### src/logic/mbts_cfg.svh
// Operation
// - start block equals select field plus one
// - mode bit4, resume6, halt8, start9, select11-15
// - mode and block latched on start rise
// - in-progress high while block or sequence runs
// - single mode clears in-progress when block done
// - sequence ends on next setting 0,-1,-2,-3
// - active block number readable during sequence
// - start falling stops axis with block ramp
// - resume plus start rise continues interrupted block
// - resume without valid block uses select field
// - resumable block reads -1 when none valid
// - target reached when position enters window
// - halt stops block, stays operation enabled
// - under halt target reached at zero speed
// - halt released resumes the interrupted block
// - gear-coupled bit follows coupled electronic gear
// - table mode selected by operating mode -1
// - 020f,0a0f,120f single; 021f sequence start
// - 004f resumes single, 005f resumes sequence
// - status 0xn337 running, 0xn637 target reached
`ifndef MBTS_CFG_SVH
`define MBTS_CFG_SVH
`define MBTS_OFS_CTRL     8'h00
`define MBTS_OFS_MODE     8'h04
`define MBTS_OFS_STAT     8'h08
`define MBTS_OFS_ACTIVE   8'h0c
`define MBTS_OFS_RESUME   8'h10
`define MBTS_OFS_TABLE    8'h80
`define MBTS_CW_SEQ       4
`define MBTS_CW_RESUME    6
`define MBTS_CW_HALT      8
`define MBTS_CW_START     9
`define MBTS_CW_SEL_LO    11
`define MBTS_CW_SEL_HI    15
`define MBTS_SW_BUSY      8
`define MBTS_SW_REMOTE    9
`define MBTS_SW_GOAL      10
`define MBTS_SW_GEAR      12
`define MBTS_SW_FERR      13
`define MBTS_MODE_TABLE   8'hff
`define MBTS_LOW_DISABLED 8'h50
`define MBTS_LOW_READY    8'h31
`define MBTS_LOW_ON       8'h33
`define MBTS_LOW_ENABLED  8'h37
`define MBTS_CTRL_RST     16'h0000
`define MBTS_MODE_RST     8'h00
`define MBTS_NEXT_RST     8'h00
`define MBTS_NONE         32'hffffffff
`endif

### src/logic/mbts_pkg.sv
package mbts_pkg;
    typedef enum logic [1:0] {
        MBTS_IDLE = 2'b00,
        MBTS_RUN  = 2'b01,
        MBTS_HOLD = 2'b11,
        MBTS_STOP = 2'b10
    } mbts_seq_t;
    typedef enum logic [1:0] {
        MBTS_PS_DISABLED = 2'b00,
        MBTS_PS_READY    = 2'b01,
        MBTS_PS_ON       = 2'b11,
        MBTS_PS_ENABLED  = 2'b10
    } mbts_pwr_t;
endpackage : mbts_pkg

### src/logic/mbts_sequencer.sv
// The placing of the registers and the APB register port were chosen for this implementation.
`timescale 1ns/1ps
`include "mbts_cfg.svh"
module mbts_sequencer #(
    parameter int NUM_BLOCKS = 32
) (
    input  wire logic        mclk,
    input  wire logic        rst,
    input  wire logic        psel,
    input  wire logic        penable,
    input  wire logic        pwrite,
    input  wire logic [7:0]  paddr,
    input  wire logic [31:0] pwdata,
    output logic      [31:0] prdata,
    output logic             pready,
    output logic             pslverr,
    input  wire logic        motion_done,
    input  wire logic        pos_in_window,
    input  wire logic        axis_speed_zero,
    input  wire logic        gear_in_use,
    input  wire logic        gear_coupled,
    input  wire logic        following_error,
    output logic             motion_run,
    output logic             motion_load,
    output logic             motion_ramp_stop,
    output logic      [5:0]  motion_block,
    output logic      [15:0] status_word
);
    import mbts_pkg::*;

    initial begin
        if (NUM_BLOCKS < 1 || NUM_BLOCKS > 32) begin
            $error("NUM_BLOCKS must lie in 1..32");
        end
    end

    logic [15:0] ctrl_reg;
    logic [15:0] ctrl_next;
    logic [7:0]  mode_reg;
    logic [7:0]  mode_next;
    logic        start_prev_reg;
    logic [7:0]  next_tbl_reg [NUM_BLOCKS];
    logic [31:0] prdata_reg;
    logic [31:0] prdata_next;
    logic        pready_reg;
    logic        pready_next;
    logic        pslverr_reg;
    logic        pslverr_next;

    mbts_seq_t   seq_reg;
    mbts_seq_t   seq_next;
    mbts_pwr_t   pwr_reg;
    mbts_pwr_t   pwr_next;
    logic        busy_reg;
    logic        busy_next;
    logic        auto_reg;
    logic        auto_next;
    logic [5:0]  blk_reg;
    logic [5:0]  blk_next;
    logic        rsm_ok_reg;
    logic        rsm_ok_next;
    logic [5:0]  rsm_blk_reg;
    logic [5:0]  rsm_blk_next;
    logic        run_reg;
    logic        run_next;
    logic        load_reg;
    logic        load_next;
    logic        ramp_reg;
    logic        ramp_next;
    logic        goal_reg;
    logic        goal_next;
    logic [15:0] stat_reg;
    logic [15:0] stat_next;

    logic        acc;
    logic        wr;
    logic [5:0]  tbl_idx;
    logic        tbl_hit;
    logic        start_rise;
    logic        table_mode;
    logic [5:0]  sel_blk;
    logic signed [7:0] nxt_set;

    assign acc        = psel & penable & pready_reg;
    assign wr         = acc & pwrite;
    assign tbl_idx    = paddr[7:2] - 6'(`MBTS_OFS_TABLE >> 2);
    assign tbl_hit    = paddr >= `MBTS_OFS_TABLE && 32'(tbl_idx) < NUM_BLOCKS;
    assign start_rise = ctrl_reg[`MBTS_CW_START] & ~start_prev_reg;
    assign table_mode = mode_reg == `MBTS_MODE_TABLE;
    assign sel_blk    = {1'b0, ctrl_reg[`MBTS_CW_SEL_HI:`MBTS_CW_SEL_LO]} + 6'h01;
    assign nxt_set    = next_tbl_reg[5'(blk_reg - 6'h01)];

    // zero-wait apb: ready rises in the first access cycle
    always_comb begin
        ctrl_next    = ctrl_reg;
        mode_next    = mode_reg;
        prdata_next  = prdata_reg;
        pready_next  = psel & ~penable;
        pslverr_next = 1'b0;
        if (psel & ~penable) begin
            prdata_next  = 32'h0000_0000;
            pslverr_next = 1'b0;
            unique case (paddr)
                `MBTS_OFS_CTRL:   prdata_next = {16'h0000, ctrl_reg};
                `MBTS_OFS_MODE:   prdata_next = {24'h000000, mode_reg};
                `MBTS_OFS_STAT:   prdata_next = {16'h0000, stat_reg};
                `MBTS_OFS_ACTIVE: prdata_next = {26'h0000000, blk_reg};
                `MBTS_OFS_RESUME: begin
                    prdata_next = rsm_ok_reg ? {26'h0000000, rsm_blk_reg}
                                             : `MBTS_NONE;
                end
                default: begin
                    if (tbl_hit) begin
                        prdata_next = {{24{next_tbl_reg[5'(tbl_idx)][7]}},
                                       next_tbl_reg[5'(tbl_idx)]};
                    end else begin
                        pslverr_next = 1'b1;
                    end
                end
            endcase
            if (pwrite && (paddr == `MBTS_OFS_STAT || paddr == `MBTS_OFS_ACTIVE
                           || paddr == `MBTS_OFS_RESUME)) begin
                pslverr_next = 1'b1;
            end
        end
        if (wr && paddr == `MBTS_OFS_CTRL) begin
            ctrl_next = pwdata[15:0];
        end
        if (wr && paddr == `MBTS_OFS_MODE) begin
            mode_next = pwdata[7:0];
        end
    end

    always_ff @(posedge mclk or posedge rst) begin
        if (rst) begin
            ctrl_reg       <= `MBTS_CTRL_RST;
            mode_reg       <= `MBTS_MODE_RST;
            start_prev_reg <= 1'b0;
            prdata_reg     <= 32'h0000_0000;
            pready_reg     <= 1'b0;
            pslverr_reg    <= 1'b0;
        end else begin
            ctrl_reg       <= ctrl_next;
            mode_reg       <= mode_next;
            start_prev_reg <= ctrl_reg[`MBTS_CW_START];
            prdata_reg     <= prdata_next;
            pready_reg     <= pready_next;
            pslverr_reg    <= pslverr_next;
        end
    end

    for (genvar i = 0; i < NUM_BLOCKS; i++) begin : g_tbl
        logic [7:0] ent_next;
        always_comb begin
            ent_next = next_tbl_reg[i];
            if (wr && tbl_hit && 32'(tbl_idx) == i) begin
                ent_next = pwdata[7:0];
            end
        end
        always_ff @(posedge mclk or posedge rst) begin
            if (rst) begin
                next_tbl_reg[i] <= `MBTS_NEXT_RST;
            end else begin
                next_tbl_reg[i] <= ent_next;
            end
        end
    end

    // reduced power-state walk, enough for the bring-up sequence
    always_comb begin
        pwr_next = pwr_reg;
        if (!ctrl_reg[1]) begin
            pwr_next = MBTS_PS_DISABLED;
        end else begin
            unique case (pwr_reg)
                MBTS_PS_DISABLED: begin
                    if (ctrl_reg[2:0] == 3'h6) pwr_next = MBTS_PS_READY;
                end
                MBTS_PS_READY: begin
                    if (ctrl_reg[3:0] == 4'h7) pwr_next = MBTS_PS_ON;
                end
                MBTS_PS_ON: begin
                    if (ctrl_reg[3:0] == 4'hf) pwr_next = MBTS_PS_ENABLED;
                    if (ctrl_reg[2:0] == 3'h6) pwr_next = MBTS_PS_READY;
                end
                MBTS_PS_ENABLED: begin
                    if (ctrl_reg[3:0] == 4'h7) pwr_next = MBTS_PS_ON;
                    if (ctrl_reg[2:0] == 3'h6) pwr_next = MBTS_PS_READY;
                end
            endcase
        end
    end

    always_comb begin
        seq_next     = seq_reg;
        busy_next    = busy_reg;
        auto_next    = auto_reg;
        blk_next     = blk_reg;
        rsm_ok_next  = rsm_ok_reg;
        rsm_blk_next = rsm_blk_reg;
        run_next     = run_reg;
        load_next    = 1'b0;
        ramp_next    = ramp_reg;
        unique case (seq_reg)
            MBTS_IDLE: begin
                if (start_rise && table_mode && pwr_reg == MBTS_PS_ENABLED) begin
                    auto_next = ctrl_reg[`MBTS_CW_SEQ];
                    if (ctrl_reg[`MBTS_CW_RESUME] && rsm_ok_reg) begin
                        blk_next = rsm_blk_reg;
                    end else begin
                        blk_next = sel_blk;
                    end
                    rsm_ok_next = 1'b0;
                    busy_next   = 1'b1;
                    run_next    = 1'b1;
                    load_next   = 1'b1;
                    ramp_next   = 1'b0;
                    seq_next    = MBTS_RUN;
                end
            end
            MBTS_RUN: begin
                if (!ctrl_reg[`MBTS_CW_START] || pwr_reg != MBTS_PS_ENABLED) begin
                    run_next     = 1'b0;
                    ramp_next    = 1'b1;
                    busy_next    = 1'b0;
                    rsm_ok_next  = 1'b1;
                    rsm_blk_next = blk_reg;
                    seq_next     = MBTS_STOP;
                end else if (ctrl_reg[`MBTS_CW_HALT]) begin
                    run_next  = 1'b0;
                    ramp_next = 1'b1;
                    seq_next  = MBTS_HOLD;
                end else if (motion_done) begin
                    // non-positive or out-of-range settings all end the sequence
                    if (auto_reg && nxt_set > 8'sh00
                        && 32'(nxt_set) <= NUM_BLOCKS) begin
                        blk_next  = nxt_set[5:0];
                        load_next = 1'b1;
                    end else begin
                        busy_next = 1'b0;
                        run_next  = 1'b0;
                        seq_next  = MBTS_IDLE;
                    end
                end
            end
            MBTS_HOLD: begin
                if (!ctrl_reg[`MBTS_CW_START] || pwr_reg != MBTS_PS_ENABLED) begin
                    busy_next    = 1'b0;
                    rsm_ok_next  = 1'b1;
                    rsm_blk_next = blk_reg;
                    seq_next     = MBTS_STOP;
                end else if (!ctrl_reg[`MBTS_CW_HALT]) begin
                    run_next  = 1'b1;
                    ramp_next = 1'b0;
                    seq_next  = MBTS_RUN;
                end
            end
            MBTS_STOP: begin
                // new start only once the axis is at rest
                if (axis_speed_zero) begin
                    ramp_next = 1'b0;
                    seq_next  = MBTS_IDLE;
                end
            end
        endcase
    end

    always_ff @(posedge mclk or posedge rst) begin
        if (rst) begin
            seq_reg     <= MBTS_IDLE;
            pwr_reg     <= MBTS_PS_DISABLED;
            busy_reg    <= 1'b0;
            auto_reg    <= 1'b0;
            blk_reg     <= 6'h00;
            rsm_ok_reg  <= 1'b0;
            rsm_blk_reg <= 6'h00;
            run_reg     <= 1'b0;
            load_reg    <= 1'b0;
            ramp_reg    <= 1'b0;
        end else begin
            seq_reg     <= seq_next;
            pwr_reg     <= pwr_next;
            busy_reg    <= busy_next;
            auto_reg    <= auto_next;
            blk_reg     <= blk_next;
            rsm_ok_reg  <= rsm_ok_next;
            rsm_blk_reg <= rsm_blk_next;
            run_reg     <= run_next;
            load_reg    <= load_next;
            ramp_reg    <= ramp_next;
        end
    end

    always_comb begin
        if (ctrl_reg[`MBTS_CW_HALT]) begin
            goal_next = axis_speed_zero;
        end else begin
            // kept after the block ends so a finished block still reads as reached
            goal_next = pos_in_window && !load_reg;
        end
        stat_next = 16'h0000;
        unique case (pwr_reg)
            MBTS_PS_DISABLED: stat_next[7:0] = `MBTS_LOW_DISABLED;
            MBTS_PS_READY:    stat_next[7:0] = `MBTS_LOW_READY;
            MBTS_PS_ON:       stat_next[7:0] = `MBTS_LOW_ON;
            MBTS_PS_ENABLED:  stat_next[7:0] = `MBTS_LOW_ENABLED;
        endcase
        stat_next[`MBTS_SW_BUSY]   = busy_reg;
        stat_next[`MBTS_SW_REMOTE] = pwr_reg == MBTS_PS_ENABLED;
        stat_next[`MBTS_SW_GOAL]   = goal_reg;
        stat_next[`MBTS_SW_GEAR]   = gear_in_use & gear_coupled;
        stat_next[`MBTS_SW_FERR]   = following_error;
    end

    always_ff @(posedge mclk or posedge rst) begin
        if (rst) begin
            goal_reg <= 1'b0;
            stat_reg <= 16'h0000;
        end else begin
            goal_reg <= goal_next;
            stat_reg <= stat_next;
        end
    end

    assign prdata           = prdata_reg;
    assign pready           = pready_reg;
    assign pslverr          = pslverr_reg;
    assign motion_run       = run_reg;
    assign motion_load      = load_reg;
    assign motion_ramp_stop = ramp_reg;
    assign motion_block     = blk_reg;
    assign status_word      = stat_reg;

    property p_start_sel;
        @(posedge mclk) disable iff (rst)
        (seq_reg == MBTS_IDLE && start_rise && table_mode && pwr_reg == MBTS_PS_ENABLED
         && !ctrl_reg[`MBTS_CW_RESUME])
        |=> blk_reg == $past(sel_blk) && busy_reg && load_reg;
    endproperty
    a_start_sel: assert property (p_start_sel) else $error("start block wrong");

    property p_mode_latch;
        @(posedge mclk) disable iff (rst)
        seq_reg != MBTS_IDLE && $stable(seq_reg) |-> $stable(auto_reg);
    endproperty
    a_mode_latch: assert property (p_mode_latch) else $error("mode changed mid run");

    property p_busy;
        @(posedge mclk) disable iff (rst)
        seq_reg == MBTS_RUN |-> busy_reg ##1 stat_reg[`MBTS_SW_BUSY];
    endproperty
    a_busy: assert property (p_busy) else $error("busy low while running");

    property p_single_end;
        @(posedge mclk) disable iff (rst)
        seq_reg == MBTS_RUN && !auto_reg && motion_done && ctrl_reg[`MBTS_CW_START]
        && !ctrl_reg[`MBTS_CW_HALT] && pwr_reg == MBTS_PS_ENABLED
        |=> !busy_reg ##1 !stat_reg[`MBTS_SW_BUSY];
    endproperty
    a_single_end: assert property (p_single_end) else $error("single block not ended");

    property p_seq_end;
        @(posedge mclk) disable iff (rst)
        seq_reg == MBTS_RUN && auto_reg && motion_done && nxt_set <= 8'sh00
        && ctrl_reg[`MBTS_CW_START] && !ctrl_reg[`MBTS_CW_HALT]
        && pwr_reg == MBTS_PS_ENABLED |=> seq_reg == MBTS_IDLE && !busy_reg;
    endproperty
    a_seq_end: assert property (p_seq_end) else $error("sequence did not end");

    property p_stop;
        @(posedge mclk) disable iff (rst)
        seq_reg == MBTS_RUN && !ctrl_reg[`MBTS_CW_START]
        |=> ramp_reg && !run_reg && rsm_ok_reg && rsm_blk_reg == $past(blk_reg);
    endproperty
    a_stop: assert property (p_stop) else $error("interrupt not handled");

    property p_resume;
        @(posedge mclk) disable iff (rst)
        seq_reg == MBTS_IDLE && start_rise && table_mode && pwr_reg == MBTS_PS_ENABLED
        && ctrl_reg[`MBTS_CW_RESUME] && rsm_ok_reg |=> blk_reg == $past(rsm_blk_reg);
    endproperty
    a_resume: assert property (p_resume) else $error("resume block wrong");

    property p_none;
        @(posedge mclk) disable iff (rst)
        psel && !penable && paddr == `MBTS_OFS_RESUME && !rsm_ok_reg
        |=> prdata_reg == `MBTS_NONE;
    endproperty
    a_none: assert property (p_none) else $error("resume not -1");

    property p_halt;
        @(posedge mclk) disable iff (rst)
        seq_reg == MBTS_RUN && ctrl_reg[`MBTS_CW_START] && ctrl_reg[`MBTS_CW_HALT]
        && pwr_reg == MBTS_PS_ENABLED
        |=> seq_reg == MBTS_HOLD && ramp_reg && busy_reg;
    endproperty
    a_halt: assert property (p_halt) else $error("halt not applied");

    property p_halt_goal;
        @(posedge mclk) disable iff (rst)
        ctrl_reg[`MBTS_CW_HALT] |=> goal_reg == $past(axis_speed_zero);
    endproperty
    a_halt_goal: assert property (p_halt_goal) else $error("halt target wrong");

    property p_gear;
        @(posedge mclk) disable iff (rst)
        ##1 stat_reg[`MBTS_SW_GEAR] == $past(gear_in_use & gear_coupled);
    endproperty
    a_gear: assert property (p_gear) else $error("gear bit wrong");
endmodule : mbts_sequencer

### config.mk
export PLATFORM = sky130hd
export DESIGN_NAME = mbts_sequencer
export DESIGN_NICKNAME = d
export VERILOG_FILES = /design/src/logic/mbts_pkg.sv /design/src/logic/mbts_sequencer.sv
export VERILOG_INCLUDE_DIRS = /design/src /design/src/logic
export SDC_FILE = /design/constraint.sdc
export NUM_CORES = 1
export LEC_CHECK = 0
export ABC_CLOCK_PERIOD_IN_PS = 21700
export BUFFER_PORTS_ARGS = -buffer_cell sky130_fd_sc_hd__buf_2
export CAP_MARGIN = 20
export CORE_ASPECT_RATIO = 1.25
export CORE_MARGIN = 5
export CORE_UTILIZATION = 34
export DETAILED_ROUTE_END_ITERATION = 8
export RECOVER_POWER = 100
export SETUP_SLACK_MARGIN = 0.3
export SLEW_MARGIN = 20
export SYNTH_ARGS = -nofsm -noshare
export SYNTH_HDL_FRONTEND = slang
export SYNTH_SLANG_ARGS = --single-unit
### constraint.sdc
create_clock -name mclk -period 21.7 [get_ports mclk]
set_input_delay 4.34 -clock mclk [delete_from_list [all_inputs] [get_ports mclk]]
set_output_delay 4.34 -clock mclk [all_outputs]
set_load 0.01 [all_outputs]
; Word-level counts from Yosys, hierarchy flattened
; Cells that the tools add are included.
[word_totals]
register_bits = 351
inputBits = 51
wordCells = 265
output_inout_bits = 59
[op_classes]
bitwise_logic = 10
eq_ne = 65
addsub = 3
n_reduce_logical = 66
muxes = 65
n_lt_le_gt_ge = 6
[op_table]
columns = op, count
row1 = $pmux W32 S5, 1
row2 = $eq A6 B5 Y1 const B, 16
row3 = $bmux W8 S5, 2
row4 = $mux W32, 2
row5 = $eq A6 B4 Y1 const B, 8
row6 = $logic_and A1 B1 Y1, 43
row7 = $mux W6, 6
row8 = $mux W8, 4
row9 = $pmux W8 S4, 1
row10 = $mux W2, 14
row11 = $mux W1, 27
row12 = $eq A6 B3 Y1 const B, 4
row13 = $ne A2 B2 Y1 const B, 10
row14 = $ne A3 B3 Y1 const B, 6
row15 = $reduce_and A6 Y1, 3
row16 = $eq A8 B4 Y1 const B, 2
row17 = $pmux W2 S4, 2
row18 = $eq A6 B2 Y1 const B, 2
row19 = $ge A6 B6 Y1 const B, 2
row20 = $ne A4 B4 Y1 const B, 3
row21 = $not A5 Y6, 2
row22 = $pmux W6 S2, 1
row23 = $reduce_and A5 Y1, 2
row24 = $eq A2 B2 Y1 const B, 4
row25 = other kinds (32), 48

; Logic depth before layout (Yosys ltp)
[logic_depth]
word_depth = 13
depth_mapped = 16
depth_no_buf = 10

; Least setup slack after synthesis
; No wires, ideal clock.
[synth_timing]
path_type = in2reg
from = in paddr[2]
to = reg prdata_reg[3] (netlist: prdata[3])
t_arrival_ps = 6579
cell_stages = 7
path_slack_ps = 14987
path_buffers = 2
required_time_ps = 21566
setup_ps = 134
path_cell_list = buf_2 -> buf_1 -> mux4_2 -> mux4_2 -> mux2_2 -> a21oi_1 -> o21ai_0
[synth_between]
elab_chain_cells = 7
elab_cells_between_ends = 15
cone_classes = add/sub (1) / order compare (2) / eq/ne (4) / mux (5) / bitwise (1) / reduce/logical (2)
[synth_rtl]
columns = element, line_no
row1 = "start, declared", mbts_sequencer.sv:12  ; input wire logic [7:0] paddr,
row2 = $sub A6 B6 Y6, mbts_sequencer.sv:86  ; assign tbl_idx = paddr[7:2] - 6'(`MBTS_OFS_TABLE >> 2);
row3 = $not A5 Y6 (not written as such), mbts_sequencer.sv:115  ; next_tbl_reg[5'(tbl_idx)]};
row4 = $bmux W8 S5, mbts_sequencer.sv:115
row5 = $mux W8 (not written as such) (2 in series), mbts_sequencer.sv:115
row6 = $mux W32, mbts_sequencer.sv:113  ; if (tbl_hit) begin
row7 = $pmux W32 S5 *, mbts_sequencer.sv:103  ; unique case (paddr)
row8 = "end signal, assigned", mbts_sequencer.sv:146  ; prdata_reg <= prdata_next;
row9 = "end, declared", mbts_sequencer.sv:43  ; logic [31:0] prdata_reg;
; Mark *: on every way between the ends. The rest lies on a longest branch, timed or not. The select of a mux whose other input is x is not followed.
; A chain may end at the register's enable or synchronous reset.

; Final worst setup path
[layout_timing]
from = in paddr[2]
to = reg prdata_reg[12] (netlist: prdata[12])
[layout_between]
elab_chain_cells = 7
elab_cells_between_ends = 15
cone_classes = add/sub (1) / order compare (2) / eq/ne (4) / mux (5) / bitwise (1) / reduce/logical (2)
[layout_rtl]
columns = element, line_no
row1 = $sub A6 B6 Y6, mbts_sequencer.sv:86
row2 = $not A5 Y6 (not written as such), mbts_sequencer.sv:114  ; prdata_next = {{24{next_tbl_reg[5'(tbl_idx)][7]}},
row3 = $bmux W8 S5, mbts_sequencer.sv:114
row4 = $mux W8 (not written as such) (2 in series), mbts_sequencer.sv:114
row5 = $mux W32, mbts_sequencer.sv:113
row6 = $pmux W32 S5 *, mbts_sequencer.sv:103
; Marked as above.

==> flow_summary.ini <==
[outcome]
outcome = complete, but fails checks
violations = max-capacitance violations, max-slew violations

[routing]
drc = 0
dr.pass1.iters = 5
routed-via-count = 11700
wl_per_cell_um = 24.6
antenna_left = 0
routed_wl_um = 50000
drt_iter0_drc = 1105
post_drt_via_cell_ratio = 5.74

[power_and_ir_drop]
switching_power_mw = 0.305
total_power_mw = 1.30
power_density_nw_per_um2 = 66.4
p_sw_frac = 0.235
p_leak_nw = 8.57
combPwrFrac = 0.060
internal_power_mw = 0.991
ir_worst_vdd_uv = 39.6
p_clk_frac = 0.449
pwr-share-seq = 0.491

[finish]
regArea_um2 = 8310
fillers = 4961
fin_nets = 1399
final_common_cell = dfrtp_1
area_growth_pct = 10.1
largest_reg_flops = 256
most-common-layout-cells = 332 x dfrtp_1, 286 x mux2_2, 128 x mux4_2
layout-drive-gt1-share = 0.378
multi_input_area_um2 = 8800

[hold_path]
min_to = status_word[10]$_DFF_PP0_
min_path_cells = 0
hp-start = goal_reg$_DFF_PP0_
hp-class = reg -> reg

[setup_path]
endpoint_kind = flip-flop
cp_cell_sequence = clkbuf_1, clkbuf_1, mux4_2, mux4_2, mux2_1, a21oi_1, a31oi_1
critPathArrivalTime_ns = 12.04
r2r_start = motion_block[0]$_DFFE_PP0P_
critical_path_class = in -> reg
crit_required_ns = 22.06
cp_max_fo = 43
start_kind = primary input
r2r-end = motion_block[5]$_DFFE_PP0P_
reg2reg_depth = 10
crit_path_top_delay_cell = clkbuf_1
critPathLaunch = paddr[2]
reg2reg_slack_ns = 13.33
critPathMaxStageDelay_ns = 2.57

[timing]
setup_violations = 0
report.final.slew_viol_count = 402
slew_headroom = -2.50
finClkSkew_ns = 0.0275
rsz0062_at_grt = false
fmax_mhz = 85.6
fin_crit_sh = 0.538
tns_ns = 0
hold_viol = 0
tightest_slew_ns = 5.23
min_period_ns = 11.68

[cts]
clock-sinks = 332
htreeDepth = 2
cts_buffers = 35
clk_latency_ns = 0.54
cts_setup_buffers = 0
hold_buffers = 0
cts_resized = 0
cts_tree = built
cts_root_buf = clkbuf_16
cts_buffer_depth = 3
path_clk_slew_ns = 0.06

[global_routing]
grt_max_degree = 119
grt_pass1_vias = 11800
grt_pass1_wl_um = 76900
grt_usage = 0.173
antenna_found_initial = 1
overflow = 0

[synthesis]
ys.flop_type = dfrtp_1
async_flop_share = 1.00
syn-cell-area_um2 = 17700
synthDistinctLibCells = 74
synth_enable_flop_cells = 0
ys_ff_latch = 332
yosys_warnings = 0
synth.avg_cell_area_um2 = 13.5
postSynthCellCount = 1316
synth_seq_area_share = 0.468

[placement]
portBuffers = 88
gp_congestion = 0.849
dp_hpwl_um = 33600

[floorplanning]
dieArea_um2 = 56900
rows = 93
io_pins = 110
dieWidth_um = 214
core_area_um2 = 51700
die_h_um = 265
initial_core_util = 0.343

[flow_run]
drv_cap = 10
worst max path at each step:
stage / end / cells past startpoint / slack (ns)
after global placement: prdata[8]$_DFFE_PP0P_ / 7 / 13.23
after CTS: prdata[12]$_DFFE_PP0P_ / 7 / 13.75
after global routing: prdata[30]$_DFFE_PP0P_ / 7 / 9.15
final: prdata[12]$_DFFE_PP0P_ / 7 / 10.02
after detailed placement: prdata[30]$_DFFE_PP0P_ / 7 / 13.19
after floorplan: auto_reg$_DFFE_PP0P_ / 1 / 8.16
worst max-delay path, delay by kind of cell:
family | cells | cell delay, ns
buffers and inverters | 2 | 4.97
muxes | 3 | 1.80
AOI/OAI and AO/OA | 2 | 0.87
power by group through the flow:
stage,Clock (mW),Combinational [mW],Sequential [mW]
3_5_place_dp,0,0.0792,0.647
3_3_place_gp,0,0.0781,0.647
4_1_cts,0.596,0.0794,0.636
5_1_grt,0.620,0.0845,0.637
6_report,0.582,0.0773,0.637
2_1_floorplan,0,0.0532,0.647
cells by family (layout without fill, tap and decap cells):
group,Yosys count,in the layout,share of synthesized area
AND/OR/NAND/NOR,268,268,0.0746
multiplexers,446,446,0.363
flip-flops,332,332,0.468
other,2,7,0.000423
AO/OA/AOI/OAI,132,132,0.0511
adder cells (fa/ha/maj),2,2,0.00141
buffers and inverters,126,175,0.0358
XOR/XNOR,8,8,0.00522
cell usage after synthesis, types with 3 or more instances:
| library cell | instances | area share |
|---|---|---|
| nand2b_1 | 14 | 0.0049 |
| xor2_1 | 3 | 0.0015 |
| nand2_1 | 73 | 0.015 |
| o21ai_0 | 27 | 0.0076 |
| mux4_2 | 128 | 0.16 |
| a31oi_1 | 13 | 0.0046 |
| buf_2 | 18 | 0.0051 |
| buf_1 | 4 | 0.00085 |
| o211ai_1 | 6 | 0.0025 |
| nor4_1 | 3 | 0.0011 |
| nand3_1 | 19 | 0.0054 |
| mux2i_1 | 25 | 0.014 |
| nor2_1 | 73 | 0.015 |
| or2_2 | 7 | 0.0025 |
| mux2_2 | 292 | 0.19 |
| dfrtp_1 | 332 | 0.47 |
| and2_1 | 11 | 0.0039 |
| inv_1 | 12 | 0.0025 |
| and3_1 | 8 | 0.0028 |
| buf_6 | 4 | 0.0025 |
| nand4_1 | 5 | 0.0018 |
| o22ai_1 | 4 | 0.0014 |
| nor3_2 | 4 | 0.0023 |
| a32o_1 | 6 | 0.0034 |
| nor2b_1 | 7 | 0.0025 |
| or3_1 | 6 | 0.0021 |
| a22o_1 | 3 | 0.0015 |
| buf_4 | 29 | 0.012 |
| a32oi_1 | 4 | 0.0020 |
| a211oi_1 | 4 | 0.0017 |
| a21oi_1 | 31 | 0.0087 |
| nor3_1 | 25 | 0.0071 |
| clkbuf_1 | 57 | 0.012 |
| o21ai_1 | 3 | 0.00085 |
| nor3b_1 | 4 | 0.0017 |
stage by stage:
stage	util	hold slack (ns)	std cells	setup slack, ns	instance area [um2]
after floorplan	-	0.331	1320	8.16	17800
after global placement	0.360	0.344	1974	13.23	18600
after detailed placement	0.360	0.344	1974	13.19	18600
after CTS	0.381	0.356	2034	13.75	19700
after global routing	0.378	0.357	2034	9.15	19500
final	0.378	0.354	2035	10.02	19500
layout make-up:
class | count | area share
diodes | 1 | 0.000128
clock buffers | 55 | 0.0523
clock inverters | 5 | 0.00288
inverters | 14 | 0.00276
multi-input cells | 862 | 0.451
flip-flops and latches | 332 | 0.425
well taps | 665 | 0.0426
repair buffers | 101 | 0.0230
metal layers:
metal | track usage | vias up | part of all wire
li1 | - | 5013 | -
met1 | 0.223 | 6218 | 0.41
met2 | 0.296 | 360 | 0.50
met3 | 0.0249 | 80 | 0.046
met4 | 0.0686 | 2 | 0.041
met5 | 0 | - | 0.00026
(Power assumes the default switching activity.)
